### src/mdam_placeholder_unused.sv
`timescale 1ns/100ps
`default_nettype none
`default_nettype wire

### src/mdam_pkg.sv
// Purpose: shared constants for the motor driver alarm manager
// Assumes: 100 MHz pclk, APB register access with 32-bit data
// Notes: alarm codes are the two display digits, held as hex
package mdam_pkg;
  // Register byte offsets
  localparam logic [7:0] ADDR_CTRL = 8'h00;
  localparam logic [7:0] ADDR_STAT = 8'h04;
  localparam logic [7:0] ADDR_DEV_THR = 8'h08;
  localparam logic [7:0] ADDR_TLIM = 8'h0C;
  localparam logic [7:0] ADDR_DISP = 8'h10;
  localparam logic [7:0] ADDR_HCNT = 8'h14;
  localparam logic [7:0] ADDR_HIST0 = 8'h20;
  localparam logic [7:0] ADDR_HLAST = 8'h44;
  // Field positions
  localparam int CTRL_ALM_CLR = 0;
  localparam int CTRL_HIST_CLR = 1;
  localparam int STAT_ACTIVE = 0;
  localparam int STAT_OK = 1;
  localparam int STAT_CAUTION = 2;
  localparam int STAT_RSTIND = 3;
  localparam int STAT_CODE_LSB = 8;
  localparam int STAT_LATCH_LSB = 16;
  // Reset values
  localparam logic [15:0] DEV_THR_RST = 16'h0400;
  localparam logic [15:0] TLIM_RST = 16'h012C;
  localparam logic [7:0] DISP_RST = 8'h00;
  // Alarm slots
  localparam int NUM_AL = 10;
  localparam int AI_DEV = 0;
  localparam int AI_OCUR = 1;
  localparam int AI_OVOLT = 2;
  localparam int AI_UVOLT = 3;
  localparam int AI_SENS = 4;
  localparam int AI_MAIN = 5;
  localparam int AI_OVLD = 6;
  localparam int AI_OSPD = 7;
  localparam int AI_NVM = 8;
  localparam int AI_INIT = 9;
  // Slots that the clear input, panel and software may clear
  localparam logic [NUM_AL-1:0] CLEARABLE = 10'h0C9;
  // Thresholds: 120 %, 60 %, 5200 r/min, 250 %
  localparam logic [7:0] OVOLT_PCT = 8'h78;
  localparam logic [7:0] UVOLT_PCT = 8'h3C;
  localparam logic [15:0] SPEED_MAX = 16'h1450;
  localparam logic [15:0] TLIM_SUPP_PCT = 16'h00FA;
  // History
  localparam int HIST_DEPTH = 10;
  // Timing
  localparam int CLK_HZ = 100_000_000;
  localparam int OVLD_TIME_MS = 5000;
  localparam int OVLD_CYC = OVLD_TIME_MS * (CLK_HZ / 1000);

  typedef enum logic [1:0] {
    ST_NORMAL = 2'b01,
    ST_ALARM = 2'b10
  } mdam_state_t;

  function automatic logic [7:0] mdam_code_of(input logic [3:0] idx);
    logic [7:0] c;
    c = 8'h00;
    unique case (idx)
      4'h0: c = 8'h10;
      4'h1: c = 8'h20;
      4'h2: c = 8'h22;
      4'h3: c = 8'h25;
      4'h4: c = 8'h28;
      4'h5: c = 8'h24;
      4'h6: c = 8'h30;
      4'h7: c = 8'h31;
      4'h8: c = 8'h41;
      4'h9: c = 8'h42;
      default: c = 8'h00;
    endcase
    return c;
  endfunction
endpackage

### src/mdam_hist_if.sv
// Purpose: link between the alarm core and its history store
// Assumes: one push and one read port, all on pclk
// Notes: read is combinational from rd_idx
`timescale 1ns/100ps
`default_nettype none
interface mdam_hist_if;
  logic push;
  logic [7:0] push_code;
  logic clear;
  logic [3:0] rd_idx;
  logic [7:0] rd_code;
  logic [3:0] count;
  modport core (output push, output push_code, output clear, output rd_idx,
    input rd_code, input count);
  modport store (input push, input push_code, input clear, input rd_idx,
    output rd_code, output count);
endinterface
`default_nettype wire

### src/mdam_clr_edge.sv
// Purpose: turn the host alarm-clear input into a clear pulse
// Assumes: inputs synchronous to pclk
// Notes: only the ON-to-OFF edge counts, and only with no run input
`timescale 1ns/100ps
`default_nettype none
module mdam_clr_edge (
  // Clock and reset
  input wire logic pclk,
  input wire logic presetn,
  // Host inputs
  input wire logic clr_in,
  input wire logic run_in,
  // Result
  output logic clr_pulse
);
  logic prev_q;

  always_ff @(posedge pclk or negedge presetn) begin
    if (!presetn) begin
      prev_q <= 1'b0;
    end else begin
      prev_q <= clr_in;
    end
  end

  // Edge seen while a run input is on is dropped, not deferred
  always_ff @(posedge pclk or negedge presetn) begin
    if (!presetn) begin
      clr_pulse <= 1'b0;
    end else begin
      clr_pulse <= prev_q & ~clr_in & ~run_in;
    end
  end
endmodule
`default_nettype wire

### src/mdam_history.sv
// Purpose: ten-entry alarm history, newest in entry 0
// Assumes: contents kept by the surrounding non-volatile supply domain
// Notes: a push in the clear cycle survives as the sole entry
`timescale 1ns/100ps
`default_nettype none
module mdam_history
  import mdam_pkg::*;
(
  // Clock and reset
  input wire logic pclk,
  input wire logic presetn,
  // Core side
  mdam_hist_if.store hif
);
  logic [7:0] ent_q [HIST_DEPTH];
  logic [3:0] count_q;

  always_ff @(posedge pclk or negedge presetn) begin
    if (!presetn) begin
      for (int i = 0; i < HIST_DEPTH; i++) begin
        ent_q[i] <= 8'h00;
      end
    end else if (hif.push) begin
      // Shifting drops the oldest entry once full
      for (int i = HIST_DEPTH - 1; i > 0; i--) begin
        ent_q[i] <= ent_q[i-1];
      end
      ent_q[0] <= hif.push_code;
    end
  end

  always_ff @(posedge pclk or negedge presetn) begin
    if (!presetn) begin
      count_q <= 4'h0;
    end else if (hif.clear) begin
      count_q <= hif.push ? 4'h1 : 4'h0;
    end else if (hif.push && count_q != 4'(HIST_DEPTH)) begin
      count_q <= count_q + 4'h1;
    end
  end

  assign hif.count = count_q;
  assign hif.rd_code = (hif.rd_idx < count_q) ? ent_q[hif.rd_idx] : 8'h00;
endmodule
`default_nettype wire

### src/mdam_alarm_mgr.sv
// Purpose: alarm latch, clear handling, display and history for a motor driver
// Assumes: fault sensing arrives as synchronous flags and values; APB slave
// Notes: every alarm here is of the excitation-off class
//
// The register offsets and the APB slave port were left to the implementer.
`timescale 1ns/100ps
`default_nettype none
module mdam_alarm_mgr
  import mdam_pkg::*;
#(
  parameter int OVLD_CYCLES = OVLD_CYC
) (
  // Clock and reset
  input wire logic pclk,
  input wire logic presetn,
  // APB slave
  input wire logic psel,
  input wire logic penable,
  input wire logic pwrite,
  input wire logic [11:0] paddr,
  input wire logic [31:0] pwdata,
  output logic [31:0] prdata,
  output logic pready,
  output logic pslverr,
  // Fault sensing
  input wire logic excited,
  input wire logic [15:0] pos_dev,
  input wire logic over_current,
  input wire logic [7:0] supply_pct,
  input wire logic encoder_lost,
  input wire logic motor_line_lost,
  input wire logic over_torque,
  input wire logic [15:0] shaft_speed,
  input wire logic nvm_fault,
  input wire logic warn_cause,
  // Host discrete inputs
  input wire logic fault_clear_input,
  input wire logic forward_run_input,
  input wire logic reverse_run_input,
  // Panel monitor commands
  input wire logic panel_alarm_clear,
  input wire logic panel_hist_clear,
  input wire logic panel_item_step,
  // Discrete outputs
  output logic fault_ok_output,
  output logic caution_output,
  output logic motor_stop,
  output logic excite_off,
  output logic brake_engage,
  // Display
  output logic [7:0] disp_code,
  output logic disp_reset_ind
);
  mdam_hist_if hif ();

  mdam_state_t state_q;
  logic [NUM_AL-1:0] alarm_q;
  logic [NUM_AL-1:0] alarm_d;
  logic [NUM_AL-1:0] det;
  logic [NUM_AL-1:0] kept;
  logic [NUM_AL-1:0] fresh;
  logic [7:0] code_q;
  logic [15:0] dev_thr_q;
  logic [15:0] tlim_q;
  logic [7:0] disp_item_q;
  logic [31:0] ovld_cnt_q;
  logic init_chk_q;
  logic run_any;
  logic in_clr;
  logic any_clr;
  logic rstind_q;
  logic acc;
  logic wr_fire;
  logic addr_hit;
  logic [31:0] rd_word;
  logic [7:0] hoff;
  logic sw_alm_clr;
  logic sw_hist_clr;
  logic disp_wr;

  function automatic logic [3:0] first_set(input logic [NUM_AL-1:0] v);
    logic [3:0] idx;
    logic found;
    idx = 4'h0;
    found = 1'b0;
    for (int i = 0; i < NUM_AL; i++) begin
      if (v[i] && !found) begin
        idx = 4'(i);
        found = 1'b1;
      end
    end
    return idx;
  endfunction

  function automatic logic is_hist(input logic [11:0] a);
    return a[11:8] == 4'h0 && a[7:0] >= ADDR_HIST0 && a[7:0] <= ADDR_HLAST &&
      a[1:0] == 2'b00;
  endfunction

  assign run_any = forward_run_input | reverse_run_input;

  mdam_clr_edge u_clr (
    .pclk(pclk),
    .presetn(presetn),
    .clr_in(fault_clear_input),
    .run_in(run_any),
    .clr_pulse(in_clr)
  );

  mdam_history u_hist (
    .pclk(pclk),
    .presetn(presetn),
    .hif(hif.store)
  );

  // APB: pready rises one cycle into the access phase
  assign acc = psel & penable & ~pready;
  assign wr_fire = psel & penable & pready & pwrite;
  assign hoff = paddr[7:0] - ADDR_HIST0;
  assign sw_alm_clr = wr_fire && paddr == {4'h0, ADDR_CTRL} && pwdata[CTRL_ALM_CLR];
  assign sw_hist_clr = wr_fire && paddr == {4'h0, ADDR_CTRL} && pwdata[CTRL_HIST_CLR];
  assign disp_wr = wr_fire && paddr == {4'h0, ADDR_DISP};

  always_comb begin
    rd_word = 32'h0000_0000;
    addr_hit = 1'b1;
    if (is_hist(paddr)) begin
      rd_word = {24'h00_0000, hif.rd_code};
    end else if (paddr[11:8] != 4'h0) begin
      addr_hit = 1'b0;
    end else begin
      unique case (paddr[7:0])
        ADDR_CTRL: rd_word = 32'h0000_0000;
        ADDR_STAT: begin
          rd_word[STAT_ACTIVE] = state_q == ST_ALARM;
          rd_word[STAT_OK] = fault_ok_output;
          rd_word[STAT_CAUTION] = caution_output;
          rd_word[STAT_RSTIND] = rstind_q;
          rd_word[STAT_CODE_LSB +: 8] = code_q;
          rd_word[STAT_LATCH_LSB +: NUM_AL] = alarm_q;
        end
        ADDR_DEV_THR: rd_word = {16'h0000, dev_thr_q};
        ADDR_TLIM: rd_word = {16'h0000, tlim_q};
        ADDR_DISP: rd_word = {24'h00_0000, disp_item_q};
        ADDR_HCNT: rd_word = {28'h000_0000, hif.count};
        default: addr_hit = 1'b0;
      endcase
    end
  end

  always_ff @(posedge pclk or negedge presetn) begin
    if (!presetn) begin
      pready <= 1'b0;
      pslverr <= 1'b0;
      prdata <= 32'h0000_0000;
    end else begin
      pready <= acc;
      pslverr <= acc & ~addr_hit;
      if (acc && !pwrite) begin
        prdata <= rd_word;
      end
    end
  end

  // Software settings
  always_ff @(posedge pclk or negedge presetn) begin
    if (!presetn) begin
      dev_thr_q <= DEV_THR_RST;
      tlim_q <= TLIM_RST;
      disp_item_q <= DISP_RST;
    end else if (wr_fire) begin
      if (paddr == {4'h0, ADDR_DEV_THR}) begin
        dev_thr_q <= pwdata[15:0];
      end
      if (paddr == {4'h0, ADDR_TLIM}) begin
        tlim_q <= pwdata[15:0];
      end
      if (disp_wr) begin
        disp_item_q <= pwdata[7:0];
      end
    end
  end

  // Power-up encoder check runs only in the first cycle after release
  always_ff @(posedge pclk or negedge presetn) begin
    if (!presetn) begin
      init_chk_q <= 1'b1;
    end else begin
      init_chk_q <= 1'b0;
    end
  end

  // Overload timer saturates so a long overload keeps asserting
  always_ff @(posedge pclk or negedge presetn) begin
    if (!presetn) begin
      ovld_cnt_q <= 32'h0000_0000;
    end else if (!over_torque) begin
      ovld_cnt_q <= 32'h0000_0000;
    end else if (ovld_cnt_q != 32'(OVLD_CYCLES - 1)) begin
      ovld_cnt_q <= ovld_cnt_q + 32'h0000_0001;
    end
  end

  always_comb begin
    det = '0;
    det[AI_DEV] = excited && pos_dev > dev_thr_q;
    det[AI_OCUR] = over_current;
    det[AI_OVOLT] = supply_pct > OVOLT_PCT;
    det[AI_UVOLT] = supply_pct < UVOLT_PCT;
    det[AI_SENS] = encoder_lost && run_any;
    // A low torque limit masks the output-line check
    det[AI_MAIN] = motor_line_lost && tlim_q >= TLIM_SUPP_PCT;
    det[AI_OVLD] = over_torque && ovld_cnt_q == 32'(OVLD_CYCLES - 1);
    det[AI_OSPD] = shaft_speed > SPEED_MAX;
    det[AI_NVM] = nvm_fault;
    det[AI_INIT] = init_chk_q && encoder_lost;
  end

  // Power-on clearing is the asynchronous reset itself
  assign any_clr = in_clr | panel_alarm_clear | sw_alm_clr;

  always_comb begin
    kept = any_clr ? (alarm_q & ~CLEARABLE) : alarm_q;
    fresh = det & ~kept;
    alarm_d = kept | det;
  end

  always_ff @(posedge pclk or negedge presetn) begin
    if (!presetn) begin
      alarm_q <= '0;
    end else begin
      alarm_q <= alarm_d;
    end
  end

  always_ff @(posedge pclk or negedge presetn) begin
    if (!presetn) begin
      state_q <= ST_NORMAL;
    end else begin
      unique case (state_q)
        ST_NORMAL: begin
          if (|alarm_d) begin
            state_q <= ST_ALARM;
          end
        end
        ST_ALARM: begin
          if (!(|alarm_d)) begin
            state_q <= ST_NORMAL;
          end
        end
        default: state_q <= ST_NORMAL;
      endcase
    end
  end

  // First alarm names the display; a partial clear shows a survivor
  always_ff @(posedge pclk or negedge presetn) begin
    if (!presetn) begin
      code_q <= 8'h00;
    end else if (!(|alarm_d)) begin
      code_q <= 8'h00;
    end else if (!(|kept)) begin
      code_q <= mdam_code_of(first_set(fresh));
    end else if (kept != alarm_q) begin
      code_q <= mdam_code_of(first_set(kept));
    end
  end

  assign hif.push = |fresh;
  assign hif.push_code = mdam_code_of(first_set(fresh));
  assign hif.clear = panel_hist_clear | sw_hist_clr;
  assign hif.rd_idx = hoff[5:2];

  // Indication only when the clear input empties the latch; set beats item change
  always_ff @(posedge pclk or negedge presetn) begin
    if (!presetn) begin
      rstind_q <= 1'b0;
    end else if (in_clr && (|alarm_q) && !(|alarm_d)) begin
      rstind_q <= 1'b1;
    end else if (panel_item_step || disp_wr || (|alarm_d)) begin
      rstind_q <= 1'b0;
    end
  end

  // Outputs all update in the cycle the alarm latches
  always_ff @(posedge pclk or negedge presetn) begin
    if (!presetn) begin
      fault_ok_output <= 1'b0;
      motor_stop <= 1'b1;
      excite_off <= 1'b1;
      brake_engage <= 1'b1;
    end else begin
      fault_ok_output <= ~(|alarm_d);
      motor_stop <= |alarm_d;
      excite_off <= |alarm_d;
      brake_engage <= |alarm_d;
    end
  end

  always_ff @(posedge pclk or negedge presetn) begin
    if (!presetn) begin
      disp_code <= 8'h00;
      disp_reset_ind <= 1'b0;
    end else begin
      if (!(|alarm_d)) begin
        disp_code <= 8'h00;
      end else if (!(|kept)) begin
        disp_code <= mdam_code_of(first_set(fresh));
      end else if (kept != alarm_q) begin
        disp_code <= mdam_code_of(first_set(kept));
      end
      if (in_clr && (|alarm_q) && !(|alarm_d)) begin
        disp_reset_ind <= 1'b1;
      end else if (panel_item_step || disp_wr || (|alarm_d)) begin
        disp_reset_ind <= 1'b0;
      end
    end
  end

  // Warnings never latch and never stop the motor
  always_ff @(posedge pclk or negedge presetn) begin
    if (!presetn) begin
      caution_output <= 1'b0;
    end else begin
      caution_output <= warn_cause;
    end
  end
endmodule
`default_nettype wire

### config.mk
export PLATFORM = sky130hd
export DESIGN_NAME = mdam_alarm_mgr
export DESIGN_NICKNAME = d
export VERILOG_FILES = /design/src/mdam_placeholder_unused.sv /design/src/mdam_pkg.sv /design/src/mdam_hist_if.sv /design/src/mdam_clr_edge.sv /design/src/mdam_history.sv /design/src/mdam_alarm_mgr.sv
export SDC_FILE = /design/constraint.sdc
export NUM_CORES = 1
export LEC_CHECK = 0
export ABC_AREA = 1
export BUFFER_PORTS_ARGS = -buffer_cell sky130_fd_sc_hd__clkbuf_2
export CAP_MARGIN = 5
export CORE_UTILIZATION = 25
export DETAILED_ROUTE_END_ITERATION = 6
export PLACE_DENSITY = 0.44
export SLEW_MARGIN = 5
export SYNTH_ARGS = -nofsm -noshare
export SYNTH_HDL_FRONTEND = slang
export SYNTH_SLANG_ARGS = --single-unit
### constraint.sdc
create_clock -name pclk -period 4.9 [get_ports pclk]
set_input_delay 0 -clock pclk [delete_from_list [all_inputs] [get_ports pclk]]
set_output_delay 0 -clock pclk [all_outputs]
set_load 0.02 [all_outputs]
; Word level (Yosys, flattened, before mapping)
; Memory sizes are Yosys's and may differ from the RTL's. A register that Yosys moved wholly into a read port is not among the register bits.
; Cells that the tools add are included.
[word_totals]
reg_bits = 225
rom_bits = 560
input_bits = 102
output_inout_bits = 48
elab_cells = 307
mem_count = 5
[mem_list]
columns = name, depth, word_bits, read_ports, rd_ports_with_merged_regs, write_ports, line
row1 = (name not given), 16, 7, 1, 0, 0, mdam_pkg.sv:61  ; unique case (idx)
row2 = (name not given), 16, 7, 1, 0, 0, mdam_pkg.sv:61
row3 = (name not given), 16, 7, 1, 1, 0, mdam_pkg.sv:61
row4 = (name not given), 16, 7, 1, 0, 0, mdam_pkg.sv:61
row5 = (name not given), 16, 7, 1, 0, 0, mdam_pkg.sv:61
[classes]
addsub = 3
magnitude_cmp = 9
eq_ne = 18
n_mux = 132
bitwise_logic = 20
n_reduce_logical = 91
[ops]
columns = cell, n
row1 = 2-to-1 mux 4 bit, 30
row2 = 2-to-1 mux 32 bit, 3
row3 = 2-to-1 mux 1 bit, 80
row4 = 2-to-1 mux 8 bit, 10
row5 = case mux 18 bit (3 select lines), 1
row6 = logical AND 1 bit, 43
row7 = OR reduction 10 bit, 4
row8 = "adder 32 x 1 -> 32 bit, second input constant", 1
row9 = binary-select mux 8 bit (select 4 bit), 1
row10 = "== test 32 x 29 -> 1 bit, second input constant", 1
row11 = "!= test 32 x 29 -> 1 bit, second input constant", 1
row12 = logical NOT 1 bit, 30
row13 = 2-to-1 mux 26 bit, 1
row14 = "== test 12 x 4 -> 1 bit, second input constant", 2
row15 = case mux 4 bit (5 select lines), 1
row16 = "== test 8 x 4 -> 1 bit, second input constant", 2
row17 = "== test 8 x 5 -> 1 bit, second input constant", 2
row18 = ">= comparator 16 x 8 -> 1 bit, second input constant", 1
row19 = "greater-than comparator 16 x 13 -> 1 bit, second input constant", 1
row20 = greater-than comparator 16 bit, 1
row21 = "== test 12 x 5 -> 1 bit, second input constant", 1
row22 = logical NOT 12 bit, 1
row23 = case mux 4 bit (3 select lines), 1
row24 = AND 10 bit, 1
row25 = other kinds (32), 53

; Depth between registers and ports, before layout
; Gate-level depths: netlist of run 1.
; An unclocked memory read counts as a cell.
[logic_depth]
word_depth = 69
mapped_depth = 23
ltp_nobuf = 23

; By module
; Synthesis of run 1 repeated with hierarchy kept, for this count alone.
[hier_totals]
hier_cells = 1454
hier_area_um2 = 11217.0
[modules_own_cells]
columns = module, instances, cells_each, area_per_inst_um2, seq_area_each_um2
row1 = mdam_alarm_mgr, 1, 937, 7081.8, 3113.0
row2 = mdam_history, 1, 512, 4071.4, 2102.0
row3 = mdam_clr_edge, 1, 5, 63.8, 50.0

; Least setup slack after synthesis of run 1
; OpenSTA, ideal clock, no wires.
[synth_path]
path_kind = reg2reg
startpoint = register dev_thr_q[10]
endpoint = register code_q[4]
setup_time_ns = 0.117
t_arrival_ns = 2.088
required_ns = 4.783
slack_ns = 2.695
stages_incl_launch_ff = 19
path_buffers = 0
synth_period_minus_slack_ns = 2.205
path_cell_list = dfstp_2 -> inv_1 -> ha_1 -> nand2_1 -> nor2_1 -> nand2_1 -> o21a_1 -> nand3_2 -> nand3_2 -> nor2_1 -> o211ai_1 -> nand2_1 -> nor2_1 -> nand2_1 -> nand2_1 -> nand2_1 -> nand2_1 -> nand2_1 -> nand2_1
[synth_between]
elab_chain_len = 54
elab_cells_between_ends = 65
cone_classes = order compare (1) / eq/ne (1) / mux (40) / bitwise (2) / reduce/logical (20) / memory (1)
[synth_lines]
columns = item, line
row1 = from (decl), mdam_alarm_mgr.sv:63  ; logic [15:0] dev_thr_q;
row2 = from (signal assigned), mdam_alarm_mgr.sv:173  ; dev_thr_q <= pwdata[15:0];
row3 = greater-than comparator 16 bit (*), mdam_alarm_mgr.sv:206  ; det[AI_DEV] = excited && pos_dev > dev_thr_q;
row4 = logical AND 1 bit (*), mdam_alarm_mgr.sv:206
row5 = AND 10 bit, mdam_alarm_mgr.sv:224  ; fresh = det & ~kept;
row6 = 2-to-1 mux 1 bit, mdam_alarm_mgr.sv:87  ; if (v[i] && !found) begin
row7 = 2-to-1 mux 1 bit, mdam_alarm_mgr.sv:262  ; end else if (!(|kept)) begin
row8 = 2-to-1 mux 1 bit, mdam_alarm_mgr.sv:260  ; end else if (!(|alarm_d)) begin
row9 = logical NOT 1 bit, mdam_alarm_mgr.sv:87
row10 = logical AND 1 bit, mdam_alarm_mgr.sv:87
row11 = (+38 left out), --
row12 = logical NOT 1 bit, mdam_alarm_mgr.sv:87
row13 = logical AND 1 bit, mdam_alarm_mgr.sv:87
row14 = 2-to-1 mux 4 bit, mdam_alarm_mgr.sv:87
row15 = 2-to-1 mux 4 bit, mdam_alarm_mgr.sv:262
row16 = 2-to-1 mux 4 bit, mdam_alarm_mgr.sv:260
row17 = memory (16 x 7 bit), --
row18 = 2-to-1 mux 8 bit, mdam_alarm_mgr.sv:262
row19 = 2-to-1 mux 8 bit, mdam_alarm_mgr.sv:260
row20 = to (signal assigned), mdam_alarm_mgr.sv:263  ; code_q <= mdam_code_of(first_set(fresh));
row21 = to (signal assigned), mdam_alarm_mgr.sv:265  ; code_q <= mdam_code_of(first_set(kept));
row22 = to (decl), mdam_alarm_mgr.sv:62  ; logic [7:0] code_q;
; Every way passes the cells marked *; elsewhere a longest branch is shown, timed or not. The select of a mux whose other input is x is not followed.
; A chain may end at the register's enable or synchronous reset.

; Final worst setup path of run 1
[layout_path]
startpoint = register dev_thr_q[7]
endpoint = register u_hist.count_q[3], in the netlist u_hist.hif.count[3]
[layout_between]
elab_chain_len = 6
[layout_lines]
columns = item, line
row1 = greater-than comparator 16 bit, mdam_alarm_mgr.sv:206
row2 = logical AND 1 bit, mdam_alarm_mgr.sv:206
row3 = AND 10 bit, mdam_alarm_mgr.sv:224
row4 = OR reduction 10 bit, mdam_alarm_mgr.sv:269  ; assign hif.push = |fresh;
row5 = logical AND 1 bit, mdam_history.sv:37  ; end else if (hif.push && count_q != 4'(HIST_DEPTH)) begin
row6 = nonzero test 2 bit (no source line), --
row7 = to (signal assigned), mdam_history.sv:36  ; count_q <= hif.push ? 4'h1 : 4'h0;
row8 = to (signal assigned), mdam_history.sv:38  ; count_q <= count_q + 4'h1;
row9 = to (decl), mdam_history.sv:16  ; logic [3:0] count_q;
; Every way passes these cells.

==> impl_metrics.py, run 1 <==
metrics = {
    "timing": {
        "timing.final.hold_violations": 0,
        "max_freq_ghz": 0.318,
        "fin_worst_hold_slack_ns": 0.0215,
        "timing_worst_slew_pin_value_ns": 1.09,
        "layout_worst_path_cycle_share_pct": 64.1,
        "fin_tns_setup_ns": 0,
        "maxSlewViolCount": 0,
        "skew_ns": 0.0155,
        "slew_headroom_pct": 27.4,
        "setup-violations-final": 0,
        "setup_repair_after_global_routing_missed_its_margin": "no",
        "worst_slack_ns": 1.76,
        "timing.final.crit_period_ns": 3.14,
    },
    "drt": {
        "drt-vias-per-instance": 4.50,
        "dr.pass1.iters": 6,
        "wl_per_cell_um": 14.8,
        "drc": 0,
        "drt-total-wl_um": 29700,
        "postRouteAntennaNets": 0,
        "vias": 9020,
        "1st_iter_drt_viols": 668,
    },
    "pwr": {
        "power.density_nw_per_um2": 301,
        "p_leak_nw": 5.84,
        "vdd_drop_max_mv": 0.253,
    },
    "global_routing": {
        "grt_start_max_net_pins": 118,
        "antenna_found_initial": 0,
        "grtUsageTotal_pct": 14.5,
        "grt-ovfl-total": 0,
        "first_global_vias": 8715,
        "global_route_wire_length_before_repair_um": 47700,
    },
    "final_layout": {
        "layout.cells.most_common": "nand2_1",
        "post_route_cells_drive_above_1_share_pct": 14.4,
        "multiInputGateArea_um2": 4400,
        "n_antenna_cell": 0,
        "syn2layout_area_growth_pct": 20.4,
        "seqCellArea_um2": 5010,
        "post-route-util_pct": 30.4,
        "layout.cells.most_common_list": "nand2_1 (336), dfrtp_1 (192), inv_1 (180)",
        "finalNetCount": 1584,
        "fillerInstances": 4420,
    },
    "die": {
        "dieArea_um2": 42100,
        "die_h_um": 205,
        "io_pins": 150,
        "floorplan.die.width_um": 205,
        "coreArea_um2": 40800,
        "placement_rows": 74,
        "start_util_pct": 25.3,
    },
    "clock_tree": {
        "clk_transition_reported_paths_ns": 0.08,
        "clock_network_latency_to_the_later_pin_of_the_worst_skew_pair_ns": 0.45,
        "cts-root-to-sink-buffers": 2,
        "clock_tree.htree_level_count": 4,
        "clock_tree_from_tritoncts": "built",
        "cts_repair_resize_count": 0,
        "clock_tree.root_cell": "clkbuf_16",
        "tritoncts.num_buffers": 17,
        "cts_sinks": 200,
    },
    "hold_path": {
        "hold-path-cell-count": 5,
        "min-delay-path-class": "input pin to register",
    },
    "place": {
        "gpl.final_weighted_congestion": 0.809,
        "post-dp-hpwl_um": 21400,
        "port-buffer-count": 126,
        "dpl_worst_slack_ns": 1.75,
    },
    "yosys": {
        "sequential_area_share_after_synthesis_pct": 48.6,
        "synth.ff_latch_count": 200,
        "post_synth_num_cell_types": 53,
        "synth_fa_ha_area_share_pct": 2.67,
        "syn-instance-count": 1309,
        "synth_simple_gate_area_share_pct": 23.6,
        "synth_xor_xnor_area_share_pct": 0.0848,
        "complex_gate_fraction_of_the_synthesized_area_pct": 15.9,
        "post_synth_instance_area_um2": 10300,
        "combinational_family_with_the_most_area_after_synthesis": "simple AND/OR/NAND/NOR gates",
        "post_synth.cell_area_avg_um2": 7.89,
        "synthesis.yosys.warnings": 0,
        "yosys-mux-area-fraction_pct": 0,
    },
    "setup_path": {
        "worst_setup_path_end_kind": "register",
        "worstSetupEndpoint": "u_hist.hif.count[3]$_DFFE_PN0P_",
        "cpMaxStageDelayCell": "inv_2",
        "worstSetupStartpointType": "register",
        "critPathArrivalTime_ns": 3.48,
        "launch_point_of_the_worst_path": "dev_thr_q[7]$_DFFE_PN0P_",
        "crit_type": "register to register",
        "timing.critical_path.buf_inv": 4,
        "required_ns": 5.24,
        "cpLargestDelayFamily": "buffers and inverters",
        "critical_path.reg2reg.startpoint": "dev_thr_q[7]$_DFFE_PN0P_",
        "path_cells": "inv_1 > ha_1 > nand2_1 > nor2_1 > nand4_1 > o21a_1 > nand3_2 > nand3_2 > inv_2 > nand2_4 > inv_2 > nand2_2 > inv_2 > o21ai_0 > nand2_1 > nor2_1",
        "cp_slowest_stage_delay_ns": 0.78,
        "critical_path.reg2reg.endpoint": "u_hist.hif.count[3]$_DFFE_PN0P_",
        "worstSetupPathDepth": 16,
        "worst-r2r-cell-count": 16,
        "crit_top_cell": "inv_2",
        "worst-r2r-setup-slack_ns": 1.76,
        "path_max_fanout": 63,
    },
    "outcome": {
        "status": "finished clean",
    },
    "flow_run": {
        "max_cap_violations": 0,
    },
}
## worst register-to-register path: stages, from the launching register on
cell     delay [ns]
dfrtp_1        0.35
inv_1          0.06
ha_1           0.29
nand2_1        0.07
nor2_1         0.14
nand4_1        0.18
o21a_1         0.28
nand3_2        0.14
nand3_2        0.12
inv_2          0.10
nand2_4        0.07
inv_2          0.06
nand2_2        0.05
inv_2          0.78
o21ai_0        0.19
nand2_1        0.11
nor2_1         0.04
## what timing repair did
item,4_1_cts,5_1_grt
setup buffers,0,0
hold endpoints to repair,136,0
hold buffers,38,0
## layer usage
| layer | track usage, % | share of wire, % | vias up |
|---|---|---|---|
| met5 | 0 | 0 | - |
| met4 | 3.17 | 0.85 | 0 |
| met3 | 2.61 | 2.9 | 14 |
| met2 | 22.4 | 46 | 159 |
| met1 | 21.0 | 50 | 4260 |
| li1 | - | - | 4587 |
## cell type report
| cell class | count | share of cell area (%) |
|---|---|---|
| Clock inverter | 12 | 0.845 |
| Sequential cell | 200 | 40.3 |
| Tap cell | 532 | 5.35 |
| Multi-Input combinational cell | 883 | 35.4 |
| Timing Repair Buffer | 169 | 8.61 |
| Clock buffer | 20 | 3.75 |
| Inverter | 189 | 5.71 |
## per-stage QoR
| step | power [mW] | std cells | instance area (um^2) |
|---|---|---|---|
| after floorplan | 2.17 | 1316 | 10400 |
| after global placement | 2.35 | 1935 | 11500 |
| after CTS | 3.81 | 2005 | 12400 |
| final | 3.75 | 2005 | 12400 |
| after global routing | 3.95 | 2005 | 12400 |
| after detailed placement | 2.36 | 1935 | 11500 |
## power breakdown
part	leakage [nW]	total [mW]	internal [mW]	switching [mW]
combinational	2.91	0.481	0.176	0.305
clock	0.282	1.40	0.709	0.694
sequential	2.64	1.86	1.77	0.0901
## how the worst min path moves through the flow
stage,slack [ns],startpoint,endpoint
6_report,0.02,shaft_speed[2],alarm_q[7]$_DFF_PN0_
5_1_grt,0.04,shaft_speed[2],alarm_q[7]$_DFF_PN0_
4_1_cts,0.02,shaft_speed[2],alarm_q[7]$_DFF_PN0_
3_5_place_dp,0.10,presetn,dev_thr_q[4]$_DFFE_PN0P_
3_3_place_gp,0.1,presetn,dev_thr_q[4]$_DFFE_PN0P_
2_1_floorplan,-0.30,presetn,alarm_q[0]$_DFF_PN0_
## sequential cells by signal, summed over array words and instances (netlist names), 2 cells and up
name,flops
u_hist.hif.count,4
code_q,7
dev_thr_q,16
state_q,2
u_hist.ent_q,70
ovld_cnt_q,32
tlim_q,16
alarm_q,10
prdata,26
disp_item_q,8
## Yosys cell counts, drive strengths merged
cell type | number | area share (%)
nand2 | 343 | 13
dfrtp | 192 | 47
inv | 187 | 6.8
o21ai | 152 | 7.4
nor2 | 116 | 4.7
a21oi | 46 | 2.3
nand3 | 46 | 2.7
o22ai | 41 | 2.5
nor3 | 34 | 1.9
buf | 26 | 1.6
ha | 22 | 2.7
clkbuf | 18 | 0.65
nand4 | 15 | 0.97
nor4 | 10 | 0.61
a221oi | 8 | 0.68
dfstp | 8 | 2.0
a32o | 6 | 0.58
o31ai | 6 | 0.44
a31oi | 4 | 0.24
a22oi | 3 | 0.22
o211ai | 3 | 0.22
a211oi | 2 | 0.15
a21boi | 2 | 0.15
and3 | 2 | 0.12
clkinv | 2 | 0.073
o211a | 2 | 0.19
o21a | 2 | 0.15
o21bai | 2 | 0.15
o221a | 2 | 0.22
a21o | 1 | 0.073
a22o | 1 | 0.085
a41oi | 1 | 0.085
conb | 1 | 0.036
o2111ai | 1 | 0.085
o311ai | 1 | 0.085
xor2 | 1 | 0.085
## logic make-up after synthesis
| family | after synthesis |
|---|---|
| simple gates | 566 |
| compound gates | 286 |
| buf+inv | 233 |
| other cells | 1 |
| fa+ha+maj | 22 |
| xor+xnor | 1 |
| flops | 200 |
(Power assumes the default switching activity.)
==> run 2: changes to the inputs <==
--- a/config.mk
+++ b/config.mk
@@ -5,12 +5,12 @@
 export SDC_FILE = /design/constraint.sdc
 export NUM_CORES = 1
 export LEC_CHECK = 0
-export ABC_AREA = 1
+export ABC_AREA = 0
 export BUFFER_PORTS_ARGS = -buffer_cell sky130_fd_sc_hd__clkbuf_2
 export CAP_MARGIN = 5
 export CORE_UTILIZATION = 25
 export DETAILED_ROUTE_END_ITERATION = 6
-export PLACE_DENSITY = 0.44
+export PLACE_DENSITY = 0.46
 export SLEW_MARGIN = 5
 export SYNTH_ARGS = -nofsm -noshare
 export SYNTH_HDL_FRONTEND = slang
==> constraint.sdc (replaced) <==
create_clock -name pclk -period 2.6 [get_ports pclk]
set_input_delay 0 -clock pclk [delete_from_list [all_inputs] [get_ports pclk]]
set_output_delay 0 -clock pclk [all_outputs]
set_load 0.02 [all_outputs]
==> impl_metrics.py, run 2 <==
metrics = {
    "yosys": {
        "main_area_contributors_after_synthesis": "dfrtp_1 (47%), nand2_1 (10%), mux4_2 (3.1%)",
        "post-synth-top-count-cell": "nand2_1",
        "complex_gate_fraction_of_the_synthesized_area_pct": 13.0,
        "post_synth.cell_area_avg_um2": 9.76,
        "yosys-mux-area-fraction_pct": 7.52,
        "synth_ff_type": "dfrtp_1",
        "synth.top_cells.by_count": "nand2_1 (283), dfrtp_1 (192), o21ai_0 (51), nor2_1 (39), a21oi_1 (29)",
        "sequential_area_share_after_synthesis_pct": 49.1,
        "synth_simple_gate_area_share_pct": 21.6,
        "netlist.area_leader.share_pct": 47.0,
        "post_synth_num_cell_types": 80,
        "combinational_family_with_the_most_area_after_synthesis": "simple AND/OR/NAND/NOR gates",
        "synth_fa_ha_area_share_pct": 2.69,
        "synth_top_cell_by_area": "dfrtp_1",
        "synth_xor_xnor_area_share_pct": 2.40,
        "post_synth_instance_area_um2": 10200,
        "syn-instance-count": 1047,
        "synth.ff_latch_count": 200,
        "synthesis.yosys.warnings": 0,
        "synth-async-reset-ratio_pct": 100,
        "synth_enable_flop_cells": 0,
    },
    "pwr": {
        "power.density_nw_per_um2": 551,
        "vdd_drop_max_mv": 0.493,
        "p_leak_nw": 6.55,
    },
    "global_routing": {
        "first_global_vias": 8524,
        "grtUsageTotal_pct": 14.9,
        "global_route_wire_length_before_repair_um": 48300,
        "grt-ovfl-total": 0,
        "antenna_found_initial": 0,
        "grt_start_max_net_pins": 82,
    },
    "die": {
        "start_util_pct": 25.5,
        "placement_rows": 73,
        "die_h_um": 204,
        "dieArea_um2": 41700,
        "floorplan.die.width_um": 204,
        "io_pins": 150,
        "coreArea_um2": 40000,
    },
    "final_layout": {
        "post_route_cells_drive_above_1_share_pct": 32.3,
        "layout.cells.most_common_list": "nand2_1 (230), dfrtp_1 (192), clkbuf_2 (125)",
        "registers.top_by_ff_count": "u_hist.ent_q",
        "layout.cells.most_common": "nand2_1",
        "syn2layout_area_growth_pct": 34.5,
        "non_filler_cell_area_final_um2": 13700,
        "n_antenna_cell": 0,
        "largest_register_ffs": 70,
        "finalNetCount": 1414,
        "largestRegisters": "u_hist.ent_q: 70 flops, ovld_cnt_q: 32 flops, prdata: 26 flops",
    },
    "drt": {
        "drt-vias-per-instance": 4.71,
        "drt-total-wl_um": 30400,
        "1st_iter_drt_viols": 413,
        "drc": 0,
        "vias": 8602,
        "wl_per_cell_um": 16.6,
        "postRouteAntennaNets": 0,
        "dr.pass1.iters": 4,
    },
    "clock_tree": {
        "cts-root-to-sink-buffers": 2,
        "clock_tree.htree_level_count": 4,
        "cts_sinks": 200,
        "clock_tree_from_tritoncts": "built",
        "clk_transition_reported_paths_ns": 0.08,
        "clock_tree.root_cell": "clkbuf_16",
        "tritoncts.num_buffers": 17,
        "clock_network_latency_to_the_later_pin_of_the_worst_skew_pair_ns": 0.45,
    },
    "outcome": {
        "status": "finished, violations left",
        "violations": "negative setup slack",
    },
    "timing": {
        "setup_repair_after_global_routing_missed_its_margin": "yes",
        "setup-violations-final": 38,
        "skew_ns": 0.0123,
        "slew_headroom_pct": 62.0,
        "timing.final.hold_violations": 0,
        "timing_worst_slew_pin_value_ns": 0.556,
        "timing.final.crit_period_ns": 2.65,
        "worst_slack_ns": -0.0470,
        "maxSlewViolCount": 0,
        "layout_worst_path_cycle_share_pct": 102,
        "max_freq_ghz": 0.378,
    },
    "place": {
        "gpl.final_weighted_congestion": 0.817,
        "port-buffer-count": 126,
        "place_area_um2": 12000,
        "dpl_worst_slack_ns": -0.308,
        "post-dp-hpwl_um": 21200,
    },
    "flow_run": {
        "max_cap_violations": 0,
    },
    "setup_path": {
        "worst_setup_path_end_kind": "register",
        "required_ns": 2.93,
        "critPathArrivalTime_ns": 2.98,
        "path_cells": "inv_2 > ha_4 > nor2b_4 > o211ai_1 > a2111o_1 > a31oi_2 > buf_6 > a211oi_4 > nand4_1 > buf_6 > buf_6 > nand2_1 > a32o_1",
        "worstSetupStartpointType": "register",
        "cp_slowest_stage_delay_ns": 0.44,
        "path_max_fanout": 8,
        "cpMaxStageDelayCell": "a2111o_1",
        "worst-r2r-setup-slack_ns": -0.05,
        "crit_top_cell": "buf_6",
        "crit_type": "register to register",
    },
    "hold_path": {
        "min-delay-path-class": "input pin to register",
    },
}
run 2: cell types whose count changed after synthesis, sizes merged, moves of 26 or more:
| cell | delta |
|---|---|
| nand2 | -60 |
| o21ai | -99 |
| and2 | +28 |
| nand3 | -29 |
| mux2 | +26 |
| inv | -158 |
| nor2 | -77 |
| o22ai | -33 |
run 2: worst paths after layout:
check                                            start                              end  depth (start not counted)
max                           dev_thr_q[1]$_DFFE_PN0P_  u_hist.hif.count[0]$_DFFE_PN0P_                         13
max in group asynchronous                      presetn        dev_thr_q[10]$_DFFE_PN1P_                          3
min reg2reg                u_hist.ent_q[3]$_DFFE_PN0P_      u_hist.ent_q[3]$_DFFE_PN0P_                          2
min in group asynchronous                      presetn     u_hist.ent_q[24]$_DFFE_PN0P_                          2
max reg2reg                   dev_thr_q[1]$_DFFE_PN0P_  u_hist.hif.count[0]$_DFFE_PN0P_                         13
min                                  reverse_run_input             alarm_q[4]$_DFF_PN0_                          4
run 2: what timing repair did:
action,CTS,global route
resized for setup,30,89
endpoints found under the setup margin,82,83
pin swaps,15,59
hold buffers,35,0
buffers inserted,13,6
cloned,3,5
endpoints found under the hold margin,180,0
run 2: cell families (layout without fill, tap and decap cells):
logic type,count (synthesis),count (layout)
buffers and inverters,81,330
xor gates and xnor gates,28,28
and+or+nand+nor,467,467
muxes,56,56
DFF,200,200
AOI/OAI and AO/OA,192,192
adders and majority gates,22,22
other,1,8
run 2: final cells by class:
cell class                      instances  area, um^2
Fill cell                            4089       26300
Tap cell                              525         657
Timing Repair Buffer                  269        2070
Sequential cell                       200        5010
Multi-Input combinational cell        773        5290
Inverter                               29         109
Clock inverter                         13         143
Clock buffer                           19         453
run 2: where the power goes:
part / internal [mW] / total, mW / switching (mW) / leakage, nW
clock: 1.48 / 2.75 / 1.27 / 0.289
sequential: 3.38 / 3.63 / 0.245 / 2.56
combinational: 0.555 / 1.19 / 0.635 / 3.69
total: 5.42 / 7.56 / 2.15 / 6.55
run 2: layer usage:
| layer | vias to the layer above | global-route usage [%] | part of all wire, % |
|---|---|---|---|
| met5 | - | 0 | 0 |
| met3 | 25 | 2.22 | 2.8 |
| li1 | 4157 | - | - |
| met2 | 153 | 24.4 | 48 |
| met4 | 0 | 4.00 | 1.3 |
| met1 | 4267 | 20.3 | 48 |
run 2: critical path, delay by kind of cell, from the launching register on:
family | cells | cell delay (ns)
compound gates | 5 | 1.04
simple gates | 3 | 0.30
flops | 1 | 0.37
fa+ha+maj | 1 | 0.26
buf+inv | 4 | 0.56
run 2: per-stage QoR:
| stage | total power, mW | setup TNS, ns | hold slack, ns | instances | util, % |
|---|---|---|---|---|---|
| after floorplan | 4.18 | 0 | -0.296 | 1054 | - |
| after global placement | 4.61 | -13.21 | -0.0146 | 1735 | 30.0 |
| after detailed placement | 4.62 | -20.40 | -0.0111 | 1735 | 30.0 |
| after CTS | 7.51 | -0.0484 | 0.00376 | 1817 | 33.2 |
| after global routing | 7.94 | -13.87 | 0.0196 | 1828 | 34.3 |
| final | 7.56 | -0.853 | 0.0134 | 1828 | 34.3 |
==> run 3: changes to the inputs <==
--- a/config.mk
+++ b/config.mk
@@ -8,6 +8,7 @@
 export ABC_AREA = 0
 export BUFFER_PORTS_ARGS = -buffer_cell sky130_fd_sc_hd__clkbuf_2
 export CAP_MARGIN = 5
+export CORE_ASPECT_RATIO = 1.25
 export CORE_UTILIZATION = 25
 export DETAILED_ROUTE_END_ITERATION = 6
 export PLACE_DENSITY = 0.46
==> impl_metrics.py, run 3 (synthesis results as in run 2) <==
metrics = {
    "global_routing": {
        "grt_start_max_net_pins": 78,
        "grt-ovfl-total": 0,
        "grtUsageTotal_pct": 14.9,
        "antenna_found_initial": 0,
        "first_global_vias": 8905,
        "global_route_wire_length_before_repair_um": 48400,
    },
    "setup_path": {
        "cpMaxStageDelayCell": "a2111o_1",
        "critPathArrivalTime_ns": 2.92,
        "crit_type": "register to register",
        "worst_setup_path_end_kind": "register",
        "timing.critical_path.buf_inv": 2,
        "worstSetupStartpointType": "register",
        "cpLargestDelayFamily": "compound AO/OA/AOI/OAI gates",
        "path_cells": "inv_2 > ha_4 > nand4_1 > a2111o_1 > a31oi_4 > a211oi_4 > buf_6 > a22o_1 > o211ai_1 > a211oi_1",
        "required_ns": 2.92,
        "cp_slowest_stage_delay_ns": 0.48,
        "path_max_fanout": 5,
    },
    "clock_tree": {
        "clock_tree.htree_level_count": 4,
        "clock_tree.root_cell": "clkbuf_16",
        "clock_network_latency_to_the_later_pin_of_the_worst_skew_pair_ns": 0.45,
        "clock_tree_from_tritoncts": "built",
        "clk_transition_reported_paths_ns": 0.07,
        "tritoncts.num_buffers": 17,
        "cts_sinks": 200,
        "cts-root-to-sink-buffers": 2,
    },
    "place": {
        "dp_cells": 1761,
        "dpl_worst_slack_ns": -0.247,
        "port-buffer-count": 126,
        "gpl.final_weighted_congestion": 0.830,
        "post-dp-hpwl_um": 22300,
    },
    "pwr": {
        "power_frac_seq_pct": 49.7,
        "internal_mw": 5.27,
        "power.density_nw_per_um2": 551,
        "power_frac_clock_pct": 36.3,
        "power_switching_mw": 1.95,
        "vdd_drop_max_mv": 0.356,
        "combinationalPowerShare_pct": 14.0,
        "total_power_consumption_of_the_routed_design_mw": 7.22,
        "p_leak_nw": 6.19,
        "switching_share_pct": 27.0,
    },
    "die": {
        "start_util_pct": 25.4,
        "die_h_um": 228,
        "coreArea_um2": 40200,
        "floorplan.die.width_um": 183,
        "io_pins": 150,
        "dieArea_um2": 41700,
        "placement_rows": 82,
    },
    "outcome": {
        "status": "finished clean",
    },
    "final_layout": {
        "largestRegisters": "u_hist.ent_q: 70 flops, ovld_cnt_q: 32 flops, prdata: 26 flops",
        "largest_register_ffs": 70,
        "fillerInstances": 4178,
        "layout.cells.most_common": "nand2_1",
        "syn2layout_area_growth_pct": 28.4,
        "n_antenna_cell": 0,
        "post_route_cells_drive_above_1_share_pct": 25.6,
        "final-instance-count-excl-fill": 1837,
        "layout.cells.most_common_list": "nand2_1 (283), dfrtp_1 (192), clkbuf_2 (125)",
        "finalNetCount": 1402,
        "registers.top_by_ff_count": "u_hist.ent_q",
        "multiInputGateArea_um2": 4950,
        "seqCellArea_um2": 5010,
    },
    "timing": {
        "setup_repair_after_global_routing_missed_its_margin": "yes",
        "timing_worst_slew_pin_value_ns": 0.877,
        "slew_headroom_pct": 40.9,
        "timing.final.hold_violations": 0,
        "worst_slack_ns": 0.00174,
        "layout_worst_path_cycle_share_pct": 99.9,
        "maxSlewViolCount": 0,
        "skew_ns": 0.00998,
        "timing.final.crit_period_ns": 2.60,
        "max_freq_ghz": 0.385,
        "setup-violations-final": 0,
    },
    "flow_run": {
        "max_cap_violations": 0,
    },
    "drt": {
        "vias": 8453,
        "dr.pass1.iters": 5,
        "drc": 0,
        "wl_per_cell_um": 16.3,
        "1st_iter_drt_viols": 496,
        "drt-vias-per-instance": 4.60,
        "drt-total-wl_um": 29900,
        "postRouteAntennaNets": 0,
    },
    "hold_path": {
        "min-delay-path-class": "input pin to register",
    },
}
[run 3: worst min-delay path, stage by stage]
cell and delay (ns):
clkbuf_2 0.14, o21ai_0 0.10, buf_4 0.15, nand2b_1 0.06
[run 3: layout make-up]
class | count | share of cell area [%]
tap | 546 | 5.21
sequential | 200 | 38.2
multi-input combinational | 773 | 37.8
clock buffer | 26 | 3.88
clock inverter | 6 | 0.487
inverter | 29 | 0.830
timing repair buffer | 257 | 13.6
[run 3: power groups by stage]
stage | clock network (mW) | registers (mW) | logic (mW)
2_1_floorplan | 0 | 3.61 | 0.565
3_3_place_gp | 0 | 3.64 | 0.965
3_5_place_dp | 0 | 3.65 | 0.975
4_1_cts | 2.72 | 3.59 | 1.03
5_1_grt | 2.85 | 3.63 | 1.15
6_report | 2.62 | 3.59 | 1.01
[run 3: what timing repair did]
| action | CTS | global route |
|---|---|---|
| hold buffers | 40 | 0 |
| setup endpoints to repair | 82 | 81 |
| pin swaps | 10 | 0 |
| resized for setup | 16 | 1 |
| hold endpoints to repair | 140 | 0 |
| buffers inserted | 3 | 1 |
[run 3: path summary, 6_finish.rpt]
kind                                             start                     endpoint  slack (ns)  cells past startpoint
hold / removal                       forward_run_input         alarm_q[4]$_DFF_PN0_        0.03                      4
min in group asynchronous                      presetn        prdata[2]$_DFFE_PN0P_        0.13                      2
max in group asynchronous                      presetn        tlim_q[2]$_DFFE_PN1P_        1.62                      3
hold reg to reg            u_hist.ent_q[3]$_DFFE_PN0P_  u_hist.ent_q[3]$_DFFE_PN0P_        0.47                      2
setup reg to reg             dev_thr_q[14]$_DFFE_PN0P_        code_q[0]$_DFFE_PN0P_       0.002                     10
setup / recovery             dev_thr_q[14]$_DFFE_PN0P_        code_q[0]$_DFFE_PN0P_       0.002                     10
[run 3: per-layer routing]
layer | vias to the layer above | track usage (%) | wire, um
li1 | 4111 | - | -
met1 | 4159 | 17.4 | 12700
met2 | 145 | 27.3 | 15600
met3 | 38 | 2.00 | 804
met4 | 0 | 5.65 | 724
met5 | - | 0 | 0
[run 3: per-stage QoR]
step | hold WS [ns] | instance area, um^2 | setup TNS, ns | utilization (%)
after floorplan | -0.296 | 10200 | 0 | -
after global placement | 0.0831 | 12000 | -5.21 | 29.9
after detailed placement | 0.0845 | 12000 | -7.69 | 29.9
after CTS | 0.0216 | 13100 | -0.0409 | 32.6
after global routing | 0.0503 | 13100 | -11.73 | 32.6
final | 0.0291 | 13100 | 0 | 32.6
